File: config.mk
export PLATFORM = sky130hd
export DESIGN_NAME = bif_bus_ctrl
export DESIGN_NICKNAME = d
export VERILOG_FILES = /design/src/bif_pkg.sv /design/src/bif_bus_ctrl.sv
export SDC_FILE = /design/constraint.sdc
export NUM_CORES = 1
export LEC_CHECK = 0
export BUFFER_PORTS_ARGS = -buffer_cell sky130_fd_sc_hd__clkbuf_2
export CORE_UTILIZATION = 25
export DETAILED_ROUTE_END_ITERATION = 6
export GPL_TIMING_DRIVEN = 0
export PLACE_DENSITY = 0.54
export SLEW_MARGIN = 20
export SYNTH_ARGS = -nofsm -noshare
export SYNTH_HDL_FRONTEND = slang
export SYNTH_SLANG_ARGS = --single-unit
File: constraint.sdc
create_clock -name core_clk -period 3.5 [get_ports core_clk]
set_clock_uncertainty 0.2 [all_clocks]
set_input_delay 0.175 -clock core_clk [delete_from_list [all_inputs] [get_ports core_clk]]
set_output_delay 0.175 -clock core_clk [all_outputs]
set_load 0.01 [all_outputs]
File: src/bif_pkg.sv
// ==========================================
// Shared constants and types
package bif_pkg;
  localparam int ADDR_W = 20;
  localparam int DATA_W = 8;
  localparam int IO_ADDR_W = 16;
  localparam int REFRESH_STROBE_N_W = 8;
  localparam int XFER_CH = 2;
  localparam logic [19:0] NMI_VECTOR = 20'h00066;
  localparam logic [19:0] SLEEP_ADDR = 20'hFFFFF;
  localparam logic [19:0] ADDR_RESET = 20'h00000;
  localparam logic [7:0] DATA_RESET = 8'h00;
  localparam logic [7:0] REFRESH_STROBE_N_RESET = 8'h00;
  localparam logic [7:0] REFRESH_STROBE_N_STEP = 8'h01;
  localparam logic [3:0] IO_TOP_ZERO = 4'h0;
  localparam logic [11:0] REFRESH_STROBE_N_TOP_ZERO = 12'h000;

  // ==========================================
  // Machine cycle kinds requested by the core
  typedef enum logic [3:0] {
    K_FETCH1 = 4'h0,
    K_FETCH23 = 4'h1,
    K_MRD = 4'h2,
    K_MWR = 4'h3,
    K_IORD = 4'h4,
    K_IOWR = 4'h5,
    K_ACK0 = 4'h6,
    K_ACK12 = 4'h7,
    K_REFRESH = 4'h8,
    K_DMARD = 4'h9,
    K_DMAWR = 4'hA
  } bif_kind_t;

  typedef enum logic [1:0] {
    M_RUN = 2'h0,
    M_HALT = 2'h1,
    M_SLEEP = 2'h2
  } bif_mode_t;

  typedef enum logic [6:0] {
    S_IDLE = 7'h01,
    S_T1 = 7'h02,
    S_T2 = 7'h04,
    S_TW = 7'h08,
    S_T3 = 7'h10,
    S_GRANT = 7'h20,
    S_REGAIN = 7'h40
  } bif_state_t;

  typedef struct packed {
    logic valid;
    bif_kind_t kind;
    logic [19:0] addr;
    logic [7:0] wdata;
    logic chan;
    logic last;
  } bif_req_t;

  typedef struct packed {
    logic io_n;
    logic mem_n;
    logic rd_n;
    logic wr_n;
  } bif_strobe_t;

  typedef struct packed {
    logic nmi;
    logic irq0;
    logic irq12;
  } bif_take_t;

  localparam bif_strobe_t STROBE_IDLE = 4'hF;
  localparam bif_take_t TAKE_NONE = 3'h0;
endpackage : bif_pkg

File: src/bif_bus_ctrl.sv
`timescale 1ns/1ns
// Function
// - Drive 20-bit address; memory reaches 1 MB, I/O 64 KB.
// - Address and data float during reset and while bus is granted.
// - Address bit 18 shared with timer pulse; address after reset.
// - Hold request taken at machine cycle end, above NMI; buses float.
// - Grant output low tells master the buses are floating.
// - System clock output is half the input clock.
// - Transfer requests sensed as level or edge per channel.
// - Request 0 taken when no NMI or hold; ack has first-cycle and I/O.
// - Requests 1, 2 only when NMI, hold, request 0 idle; plain ack.
// - NMI falling edge latched, taken ahead of maskable requests.
// - I/O and memory strobes mark valid I/O or memory address.
// - First-cycle strobe with memory on fetch, with I/O on ack.
// - Write strobe low only while data bus carries valid data.
// - Refresh strobe with memory strobe, refresh address on low 8 bits.
// - Wait sampled at T2 falling edge and each wait state.
// - Stop indicator low during halt or sleep until wakeup.
// - Status 0,1,0 first fetch; 1,1,0 later fetches and request 0 ack; 1,1,1 others.
// - Status 0,X,1 DMA; 0,0,0 halt (0,0,1 while bus is granted); 1,0,1 sleep.
// - Transfer-end low during final DMA write cycle.
// - Pin levels in reset, grant and sleep as tabulated.
// - Enable clock marks machine cycles during bus transfers.
module bif_bus_ctrl (
  input wire logic core_clk,
  input wire logic reset_n,
  input wire logic clk_en,
  input wire bif_pkg::bif_req_t req,
  output logic req_ack,
  output logic [7:0] rdata,
  input wire bif_pkg::bif_mode_t cpu_mode,
  input wire logic instr_end,
  input wire logic int_enable,
  output bif_pkg::bif_take_t take,
  input wire logic [1:0] xfer_edge_mode,
  output logic [1:0] xfer_ready,
  input wire logic timer_out_sel,
  input wire logic reload_timer_pulse,
  output logic [19:0] addr_out,
  output logic addr_oe,
  input wire logic [7:0] data_in,
  output logic [7:0] data_out,
  output logic data_oe,
  output bif_pkg::bif_strobe_t strobe_out,
  output logic strobe_oe,
  output logic refresh_strobe_n,
  output logic first_cycle_strobe_n,
  output logic grant_n,
  input wire logic hold_request_n,
  input wire logic wait_n,
  input wire logic nmi_n,
  input wire logic vectored_irq_zero_n,
  input wire logic plain_irq_one_n,
  input wire logic plain_irq_two_n,
  input wire logic xfer_request_zero_n,
  input wire logic xfer_request_one_n,
  output logic xfer_done_zero_n,
  output logic xfer_done_one_n,
  output logic cycle_kind_flag,
  output logic stop_n,
  output logic enable_clk_out,
  output logic system_clock_out
);
  import bif_pkg::*;

  // ==========================================
  // Sequencer
  bif_state_t state_reg, state_next;
  logic phase_reg, phase_next;
  bif_req_t cur_reg, cur_next;
  logic wait_seen_reg, wait_seen_next;
  logic [7:0] refresh_strobe_n_reg, refresh_strobe_n_next;
  logic ack_reg, ack_next;
  logic [7:0] rdata_reg, rdata_next;
  logic hold, end_t;

  assign hold = ~hold_request_n;
  assign end_t = phase_reg;

  always_comb
  begin
    state_next = state_reg;
    phase_next = ~phase_reg;
    cur_next = cur_reg;
    wait_seen_next = wait_seen_reg;
    refresh_strobe_n_next = refresh_strobe_n_reg;
    ack_next = 1'b0;
    rdata_next = rdata_reg;
    case (state_reg)
      S_IDLE:
      begin
        if (end_t && hold)
          state_next = S_GRANT;
        else if (end_t && req.valid && cpu_mode == M_RUN)
        begin
          cur_next = req;
          state_next = S_T1;
        end
      end
      S_T1:
        if (end_t)
          state_next = S_T2;
      S_T2, S_TW:
      begin
        if (!phase_reg)
          wait_seen_next = ~wait_n;
        if (end_t)
          state_next = wait_seen_reg ? S_TW : S_T3;
      end
      S_T3:
        if (end_t)
        begin
          ack_next = 1'b1;
          rdata_next = data_in;
          if (cur_reg.kind == K_REFRESH)
            refresh_strobe_n_next = refresh_strobe_n_reg + REFRESH_STROBE_N_STEP;
          state_next = hold ? S_GRANT : S_IDLE;
        end
      S_GRANT:
        if (end_t && !hold)
          state_next = S_REGAIN;
      S_REGAIN:
        if (end_t)
          state_next = S_IDLE;
      default:
        state_next = S_IDLE;
    endcase
  end

  always_ff @(posedge core_clk or negedge reset_n)
  begin
    if (!reset_n)
    begin
      state_reg <= S_IDLE;
      phase_reg <= 1'b0;
      cur_reg <= '0;
      wait_seen_reg <= 1'b0;
      refresh_strobe_n_reg <= REFRESH_STROBE_N_RESET;
      ack_reg <= 1'b0;
      rdata_reg <= DATA_RESET;
    end
    else if (clk_en)
    begin
      state_reg <= state_next;
      phase_reg <= phase_next;
      cur_reg <= cur_next;
      wait_seen_reg <= wait_seen_next;
      refresh_strobe_n_reg <= refresh_strobe_n_next;
      ack_reg <= ack_next;
      rdata_reg <= rdata_next;
    end
  end

  assign req_ack = ack_reg;
  assign rdata = rdata_reg;

  // ==========================================
  // Pin decode
  logic bus, floating, is_io, is_mem, is_rd, is_wr, is_dma;
  logic [19:0] addr_next, addr_reg;
  logic addr_oe_next, addr_oe_reg, doe_next, doe_reg, soe_next, soe_reg;
  logic [7:0] dout_reg;
  bif_strobe_t strb_next, strb_reg;
  logic refresh_strobe_n_n_next, refresh_strobe_n_n_reg, m1_next, m1_reg, grant_next, grant_reg;
  logic e_next, e_reg, st_next, st_reg, stop_next, stop_reg;
  logic [1:0] done_next, done_reg;
  logic sysclk_reg, sel_reg;

  always_comb
  begin
    bus = (state_next == S_T1) || (state_next == S_T2) || (state_next == S_TW) ||
          (state_next == S_T3);
    floating = (state_next == S_GRANT);
    is_io = cur_next.kind inside {K_IORD, K_IOWR, K_ACK0};
    is_mem = cur_next.kind inside {K_FETCH1, K_FETCH23, K_MRD, K_MWR, K_REFRESH,
                                   K_DMARD, K_DMAWR};
    is_rd = cur_next.kind inside {K_FETCH1, K_FETCH23, K_MRD, K_IORD, K_DMARD};
    is_wr = cur_next.kind inside {K_MWR, K_IOWR, K_DMAWR};
    is_dma = cur_next.kind inside {K_DMARD, K_DMAWR};
    addr_next = addr_reg;
    if (bus && is_io)
      addr_next = {IO_TOP_ZERO, cur_next.addr[15:0]};
    else if (bus && cur_next.kind == K_REFRESH)
      addr_next = {REFRESH_STROBE_N_TOP_ZERO, refresh_strobe_n_reg};
    else if (bus)
      addr_next = cur_next.addr;
    else if (cpu_mode == M_SLEEP)
      addr_next = SLEEP_ADDR;
    if (sel_reg)
      addr_next[18] = reload_timer_pulse;
    addr_oe_next = ~floating;
    soe_next = ~floating;
    doe_next = bus && is_wr && !floating;
    grant_next = ~floating;
    strb_next = STROBE_IDLE;
    if (bus)
    begin
      strb_next.io_n = ~is_io;
      strb_next.mem_n = ~is_mem;
      strb_next.rd_n = ~(is_rd || cur_next.kind == K_ACK0);
      strb_next.wr_n = ~(is_wr && state_next != S_T1);
    end
    refresh_strobe_n_n_next = ~(bus && cur_next.kind == K_REFRESH);
    e_next = (state_next == S_T2) || (state_next == S_TW) ||
             (state_next == S_T3);
    done_next = 2'h3;
    if (bus && cur_next.kind == K_DMAWR && cur_next.last)
      done_next[cur_next.chan] = 1'b0;
    if (bus && is_dma)
    begin
      st_next = 1'b0;
      stop_next = 1'b1;
      m1_next = 1'b1;
    end
    else if (bus)
    begin
      st_next = (cur_next.kind != K_FETCH1);
      stop_next = 1'b1;
      m1_next = ~(cur_next.kind inside {K_FETCH1, K_FETCH23, K_ACK0});
    end
    else if (cpu_mode == M_HALT)
    begin
      st_next = 1'b0;
      stop_next = 1'b0;
      m1_next = floating;
    end
    else if (cpu_mode == M_SLEEP)
    begin
      st_next = 1'b1;
      stop_next = 1'b0;
      m1_next = 1'b1;
    end
    else
    begin
      st_next = 1'b1;
      stop_next = 1'b1;
      m1_next = 1'b1;
    end
  end

  // Reset levels: strobes high, buses floating, enable clock low
  always_ff @(posedge core_clk or negedge reset_n)
  begin
    if (!reset_n)
    begin
      addr_reg <= ADDR_RESET;
      addr_oe_reg <= 1'b0;
      dout_reg <= DATA_RESET;
      doe_reg <= 1'b0;
      soe_reg <= 1'b1;
      strb_reg <= STROBE_IDLE;
      refresh_strobe_n_n_reg <= 1'b1;
      m1_reg <= 1'b1;
      grant_reg <= 1'b1;
      e_reg <= 1'b0;
      st_reg <= 1'b1;
      stop_reg <= 1'b1;
      done_reg <= 2'h3;
      sysclk_reg <= 1'b0;
      sel_reg <= 1'b0;
    end
    else if (clk_en)
    begin
      addr_reg <= addr_next;
      addr_oe_reg <= addr_oe_next;
      dout_reg <= cur_next.wdata;
      doe_reg <= doe_next;
      soe_reg <= soe_next;
      strb_reg <= strb_next;
      refresh_strobe_n_n_reg <= refresh_strobe_n_n_next;
      m1_reg <= m1_next;
      grant_reg <= grant_next;
      e_reg <= e_next;
      st_reg <= st_next;
      stop_reg <= stop_next;
      done_reg <= done_next;
      sysclk_reg <= ~sysclk_reg;
      sel_reg <= timer_out_sel;
    end
  end

  assign addr_out = addr_reg;
  assign addr_oe = addr_oe_reg;
  assign data_out = dout_reg;
  assign data_oe = doe_reg;
  assign strobe_out = strb_reg;
  assign strobe_oe = soe_reg;
  assign refresh_strobe_n = refresh_strobe_n_n_reg;
  assign first_cycle_strobe_n = m1_reg;
  assign grant_n = grant_reg;
  assign enable_clk_out = e_reg;
  assign cycle_kind_flag = st_reg;
  assign stop_n = stop_reg;
  assign xfer_done_zero_n = done_reg[0];
  assign xfer_done_one_n = done_reg[1];
  assign system_clock_out = sysclk_reg;

  // ==========================================
  // Interrupt acceptance
  logic nmi_prev_reg, nmi_prev_next, nmi_pend_reg, nmi_pend_next;
  bif_take_t take_reg, take_next;

  always_comb
  begin
    nmi_prev_next = nmi_n;
    take_next = TAKE_NONE;
    if (instr_end && !hold)
    begin
      if (nmi_pend_reg)
        take_next.nmi = 1'b1;
      else if (int_enable && !vectored_irq_zero_n)
        take_next.irq0 = 1'b1;
      else if (int_enable && (!plain_irq_one_n || !plain_irq_two_n))
        take_next.irq12 = 1'b1;
    end
    nmi_pend_next = (nmi_prev_reg & ~nmi_n) | (nmi_pend_reg & ~take_next.nmi);
  end

  always_ff @(posedge core_clk or negedge reset_n)
  begin
    if (!reset_n)
    begin
      nmi_prev_reg <= 1'b1;
      nmi_pend_reg <= 1'b0;
      take_reg <= TAKE_NONE;
    end
    else if (clk_en)
    begin
      nmi_prev_reg <= nmi_prev_next;
      nmi_pend_reg <= nmi_pend_next;
      take_reg <= take_next;
    end
  end

  assign take = take_reg;

  // ==========================================
  // Transfer request sensing per channel
  logic [1:0] xreq_n;
  assign xreq_n = {xfer_request_one_n, xfer_request_zero_n};

  for (genvar c = 0; c < XFER_CH; c++)
  begin : g_xfer
    logic prev_reg, prev_next, edge_reg, edge_next, rdy_reg, rdy_next, used;
    always_comb
    begin
      used = (state_reg == S_T3) && end_t && (cur_reg.chan == c) &&
             (cur_reg.kind inside {K_DMARD, K_DMAWR});
      prev_next = xreq_n[c];
      edge_next = (prev_reg & ~xreq_n[c]) | (edge_reg & ~used);
      rdy_next = xfer_edge_mode[c] ? edge_next : ~xreq_n[c];
    end
    always_ff @(posedge core_clk or negedge reset_n)
    begin
      if (!reset_n)
      begin
        prev_reg <= 1'b1;
        edge_reg <= 1'b0;
        rdy_reg <= 1'b0;
      end
      else if (clk_en)
      begin
        prev_reg <= prev_next;
        edge_reg <= edge_next;
        rdy_reg <= rdy_next;
      end
    end
    assign xfer_ready[c] = rdy_reg;
  end

  // ==========================================
  // Checks
  float_bus_a: assert property (@(posedge core_clk) disable iff (!reset_n)
    state_reg == S_GRANT |-> !addr_oe && !data_oe && !strobe_oe && !grant_n)
    else $error("buses driven during grant");
  regain_order_a: assert property (@(posedge core_clk) disable iff (!reset_n)
    $rose(grant_n) |-> addr_oe && state_reg == S_REGAIN)
    else $error("grant released without bus regain");
  refresh_pair_a: assert property (@(posedge core_clk) disable iff (!reset_n)
    !refresh_strobe_n |-> !strobe_out.mem_n && addr_out[19:8] == 12'h000)
    else $error("refresh without memory strobe or address");
  io_range_a: assert property (@(posedge core_clk) disable iff (!reset_n)
    !strobe_out.io_n && !sel_reg |-> addr_out[19:16] == 4'h0)
    else $error("io address above 64 KB");
  write_data_a: assert property (@(posedge core_clk) disable iff (!reset_n)
    !strobe_out.wr_n |-> data_oe)
    else $error("write strobe without data");
  sys_clock_a: assert property (@(posedge core_clk) disable iff (!reset_n)
    clk_en && reset_n |=> system_clock_out != $past(system_clock_out))
    else $error("system clock did not toggle");
  wait_state_a: assert property (@(posedge core_clk) disable iff (!reset_n)
    clk_en && state_reg == S_T2 && phase_reg && wait_seen_reg |=> state_reg == S_TW)
    else $error("wait state not inserted");
  nmi_first_a: assert property (@(posedge core_clk) disable iff (!reset_n)
    clk_en && instr_end && nmi_pend_reg && hold_request_n |=> take.nmi && !take.irq0)
    else $error("pending nmi not taken first");
  ack_zero_a: assert property (@(posedge core_clk) disable iff (!reset_n)
    state_reg == S_T3 && cur_reg.kind == K_ACK0 |-> !first_cycle_strobe_n && !strobe_out.io_n)
    else $error("request 0 ack strobes wrong");
  xfer_end_a: assert property (@(posedge core_clk) disable iff (!reset_n)
    !xfer_done_zero_n || !xfer_done_one_n |-> !strobe_out.mem_n && cycle_kind_flag == 1'b0)
    else $error("transfer end outside dma cycle");
endmodule : bif_bus_ctrl

; ---- Word level (Yosys, flattened, before mapping)
; Cells that the tools add are included.
[op_classes]
addsub = 1
multipliers = 0
n_div = 0
order_cmp = 2
n_eq_ne = 27
n_shift = 0
mux = 42
bitwise_logic = 29
n_reduce_logical = 51
[ops]
columns = cell, n
row1 = 34-bit two-way mux, 3
row2 = 20-bit two-way mux, 4
row3 = 7-bit two-way mux, 7
row4 = 7-bit one-hot mux with 6 select lines, 1
row5 = 4-bit equality test (second input constant), 6
row6 = 1-bit logical AND, 21
row7 = 1-bit two-way mux, 20
row8 = 1-bit inverter, 19
row9 = 7-bit by 2-bit equality test with 1-bit output (second input constant), 2
row10 = 7-bit by 3-bit equality test with 1-bit output (second input constant), 2
row11 = 7-bit by 4-bit equality test with 1-bit output (second input constant), 2
row12 = 7-bit by 5-bit equality test with 1-bit output (second input constant), 2
row13 = 7-bit by 6-bit equality test with 1-bit output (second input constant), 2
row14 = 4-bit by 3-bit equality test with 1-bit output (second input constant), 3
row15 = 5-bit nonzero test, 2
row16 = 3-bit nonzero test, 3
row17 = 8-bit by 1-bit adder with 8-bit output (second input constant), 1
row18 = 4-bit by 2-bit equality test with 1-bit output (second input constant), 2
row19 = 4-bit AND reduction, 2
row20 = 4-bit nonzero test, 2
row21 = 7-bit by 1-bit equality test with 1-bit output (second input constant), 1
row22 = 7-bit equality test (second input constant), 1
row23 = 1-bit logical OR, 7
row24 = 7-bit by 2-bit inequality test with 1-bit output (second input constant), 1
row25 = other kinds (22), 36
[word_totals]
ff_bits = 107
latch_bits = 0
ramBits = 0
rom_bits = 0
output_inout_bits = 58
mem_count = 0

; ---- Longest topological paths before layout
[depth]
ltp_word = 13
depth_mapped = 11
depth_no_buf = 8

; ---- Worst setup path after synthesis
; Ideal clock, no wire load.
[synth_timing]
kind = flip-flop to flip-flop
start = register state_reg[0]
end = register addr_reg[13], in the netlist addr_out[13]
arrival_time_ps = 2482
setup_slack_ps = 692
stages_incl_launch_ff = 9
n_path_buf = 2
period_less_slack_ps = 2808
cell_sequence = dfstp_2 buf_6 or4_4 or4_4 o21a_4 a211oi_4 nor2_2 buf_6 o32a_1
[synth_between]
elab_chain_len = 10
[synth_rtl]
columns = item, line
row1 = start: declaration, bif_bus_ctrl.sv:68  ; bif_state_t state_reg, state_next;
row2 = start signal: assignment, bif_bus_ctrl.sv:144  ; state_reg <= state_next;
row3 = 7-bit by 3-bit equality test with 1-bit output (tied with other cells), bif_bus_ctrl.sv:89  ; case (state_reg)
row4 = 2-bit OR reduction / 7-bit two-way mux (equally long branches), "bif_bus_ctrl.sv:89, bif_bus_ctrl.sv:92"
row5 = 7-bit one-hot mux with 6 select lines, bif_bus_ctrl.sv:89
row6 = 7-bit by 2-bit equality test with 1-bit output / 7-bit by 3-bit equality test with 1-bit output (equally long branches), bif_bus_ctrl.sv:171  ; bus = (state_next == S_T1) || (state_next == S_T2) || (state_next == S_TW) ||
row7 = 1-bit logical OR (3 in series), bif_bus_ctrl.sv:171
row8 = 20-bit two-way mux (tied with other cells), bif_bus_ctrl.sv:185  ; else if (bus)
row9 = 20-bit two-way mux / 4-bit nonzero test (equally long branches), n/a
row10 = 20-bit two-way mux / 2-bit AND reduction (equally long branches), n/a
row11 = end signal: assignment, bif_bus_ctrl.sv:264  ; addr_reg <= addr_next;
row12 = end: declaration, bif_bus_ctrl.sv:160  ; logic [19:0] addr_next, addr_reg;
; Several ways; a longest one is shown, not always the timed one. The select of a mux whose other input is x is not followed.
; A chain may end at the register's enable or synchronous reset.

; ---- Worst setup path in the final report
[layout_timing]
start = register state_reg[3]
end = register addr_reg[7], in the netlist addr_out[7]
; Same word-level chain as after synthesis.

==> impl_metrics.tcl <==
set metrics [dict create \
    outcome "finished, final reports clean" \
    initial_core_util 0.258 \
    power_mw 4.55 \
    path_cells "clkbuf_1 > nor3_2 > and3_1 > buf_2 > mux2i_2 > clkbuf_1 > a21oi_1 > a21oi_1 > a2bb2oi_2" \
    min_path_type "input pin to register" \
    drc 0 \
    drt_iter0_markers 285 \
    die_x_um 150 \
    vias 4643 \
    placed_cell_area_mm2 0.00645 \
    synth_area_mm2 0.00549 \
    worst_setup_path_start_kind "register" \
    synth_edf_count 0 \
    worst_slew_pin_slew_ps 941 \
    ys_ff_latch 107 \
    cts_tree "yes" \
    synth_top_family_by_area "compound AO/OA/AOI/OAI gates" \
    rsz0062_at_grt "false" \
    max_freq_ghz 0.311 \
    cts_setup_buffers 0 \
    reg2reg_from "state_reg[3]" \
    arrival_ps 3240 \
    numCtsBuffers 9 \
    hold_viol_final 0 \
    drv_cap 0 \
    cts_root_buffer "clkbuf_16" \
    cp.required_ps 3530 \
    ant_nets 0 \
    synth_cell_types 65 \
    synthAdderAreaFrac 0.00912 \
    muxShareOfSynthArea 0.105 \
    die_h_um 150 \
    maxSlewViolCount 0 \
    crit_start "state_reg[3]" \
    cts_sinks 107 \
    largest_reg_flops 26 \
    synth_cells 522 \
    min_period_ps 3210 \
    grt_pass1_wl_um 25500 \
    critical_path.max_fanout 10 \
    placed_cells 913 \
    yosys.area_share.simple 0.143 \
    ctsLongestPathBuffers 2 \
    fin_util 0.346 \
    max_stage_delay_ps 550 \
    grt_max_degree 87 \
    async_flop_share 1.00 \
    final_area_mm2 0.00736 \
    clk_latency_ps 350 \
    io_pins 120 \
    powerDensity_mw_per_mm2 618 \
    final_cell_mix "clkbuf_2 (114), dfrtp_1 (92), nand2_1 (75)" \
    peakVddDrop_mv 0.283 \
    grt_pass1_vias 4657 \
    dp_slack_ps -74.2 \
    path_clk_slew_ps 80 \
    core_area_mm2 0.0213 \
    syn2layout_area_growth_pct 34.1 \
    hp-start "req[33]" \
    avgSynthCellArea_um2 10.5 \
    antenna_found_initial 0 \
    grt_usage 0.148 \
    antennaDiodeCount 0 \
    routed_wl_um 16000 \
    fin_ws_ps 287 \
    vias_per_cell 4.70 \
    io_buffers 115 \
    die-area_mm2 0.0226 \
    slowest_stage "mux2i_2" \
    drtPass1Iterations 5 \
    seq_area_frac_synth 0.491 \
    power.leakage_nw 3.27 \
    synth_compound_area_frac 0.164 \
    synthesis.nets 588 \
    overflow 0 \
    place_congestion 0.844 \
    final_common_cell "clkbuf_2" \
    layout-drive-gt1-share 0.347 \
    setup_violations 0 \
    finalNonFillerCells 987 \
    row_count 53 \
    h-tree-depth 3 \
    finalCritPeriodShare 0.918 \
    yosysWarnings 0 \
    critPathKind "register to register" \
    ys.flop_type "dfrtp_1" \
    synth-xor-area-share 0.0271 \
    end_kind "register" \
    nets 773 \
    routedWlPerCell_um 16.2 \
    dpl.hpwl_um 11200 \
    slew_headroom 0.367 \
]
[critical path: cells and delay by family, from the launching register on]
family | cells | cell delay [ps]
AND/OR/NAND/NOR | 2 | 660
AO/OA/AOI/OAI | 3 | 370
flip-flops | 1 | 380
buffers and inverters | 3 | 900
multiplexers | 1 | 550
[routing by layer]
| metal | GRT usage | up-vias | wire length [um] |
|---|---|---|---|
| li1 | - | 2236 | - |
| met1 | 0.198 | 2250 | 7290 |
| met2 | 0.239 | 137 | 7480 |
| met3 | 0.0282 | 20 | 934 |
| met4 | 0.0510 | 0 | 300 |
| met5 | 0 | - | 0 |
[report_power, final]
part           internal (mW)  leakage, nW  switching (mW)
Combinational          0.793         1.82           0.863
Sequential              1.59         1.30           0.205
Clock                  0.592        0.158           0.504
Total                   2.98         3.27            1.57
[Yosys cell counts, types with 5 or more instances]
cell        n  share of area
a21oi_1    39          0.036
a2bb2oi_2   8          0.022
a31oi_1     9          0.010
buf_2       6         0.0055
buf_4      12          0.016
clkbuf_1   24          0.016
dfrtp_1    92           0.42
dfstp_2    15          0.072
inv_1      14         0.0096
mux2_2     46          0.094
mux2i_1     6          0.011
nand2_1    75          0.051
nand2b_1    6         0.0068
nand3_1    10         0.0091
nor2_1     26          0.018
nor3_1      5         0.0046
o21ai_0    13          0.012
o31ai_1     5         0.0068
o32a_1      6          0.011
o32a_2      5          0.010
xnor2_1     8          0.013
xor2_1      9          0.014
[through the flow]
stage,hold slack [ps],TNS (ps)
2_1_floorplan,-321,0
3_3_place_gp,170,-101
3_5_place_dp,-137,-74.2
4_1_cts,5.40,0
5_1_grt,48.1,0
6_report,11.6,0
[cell families after synthesis]
kind of cell               count (synthesis)
DFF                                      107
buffers and inverters                     64
muxes                                     52
xor gates and xnor gates                  17
and+or+nand+nor                          161
AOI/OAI and AO/OA                        117
adders and majority gates                  4
[layout make-up]
class,instances,area (um2)
Tap cell,275,344
Fill cell,2155,13900
Clock buffer,10,239
Inverter,14,52.6
Sequential cell,107,2700
Buffer,50,279
Multi-Input combinational cell,351,2480
Timing Repair Buffer,174,1190
Clock inverter,6,83.8
[worst paths after layout]
kind / endpoint / slack, ps / depth (start not counted)
max reg2reg: addr_out[7] / 290 / 9
max: addr_out[7] / 290 / 9
max in group asynchronous: done_reg[0] / 2330 / 3
min in group asynchronous: data_out[1] / 50 / 2
min reg2reg: g_xfer[1].edge_reg / 280 / 2
min: cur_reg[33] / 10 / 3
[repair_timing]
action                     CTS  global route
cloned                       0             0
gates resized for setup      1             2
setup endpoints to repair    2             8
hold buffers                58             0
hold endpoints to repair   148             0
No activity file was read; power rests on OpenSTA's default activity.
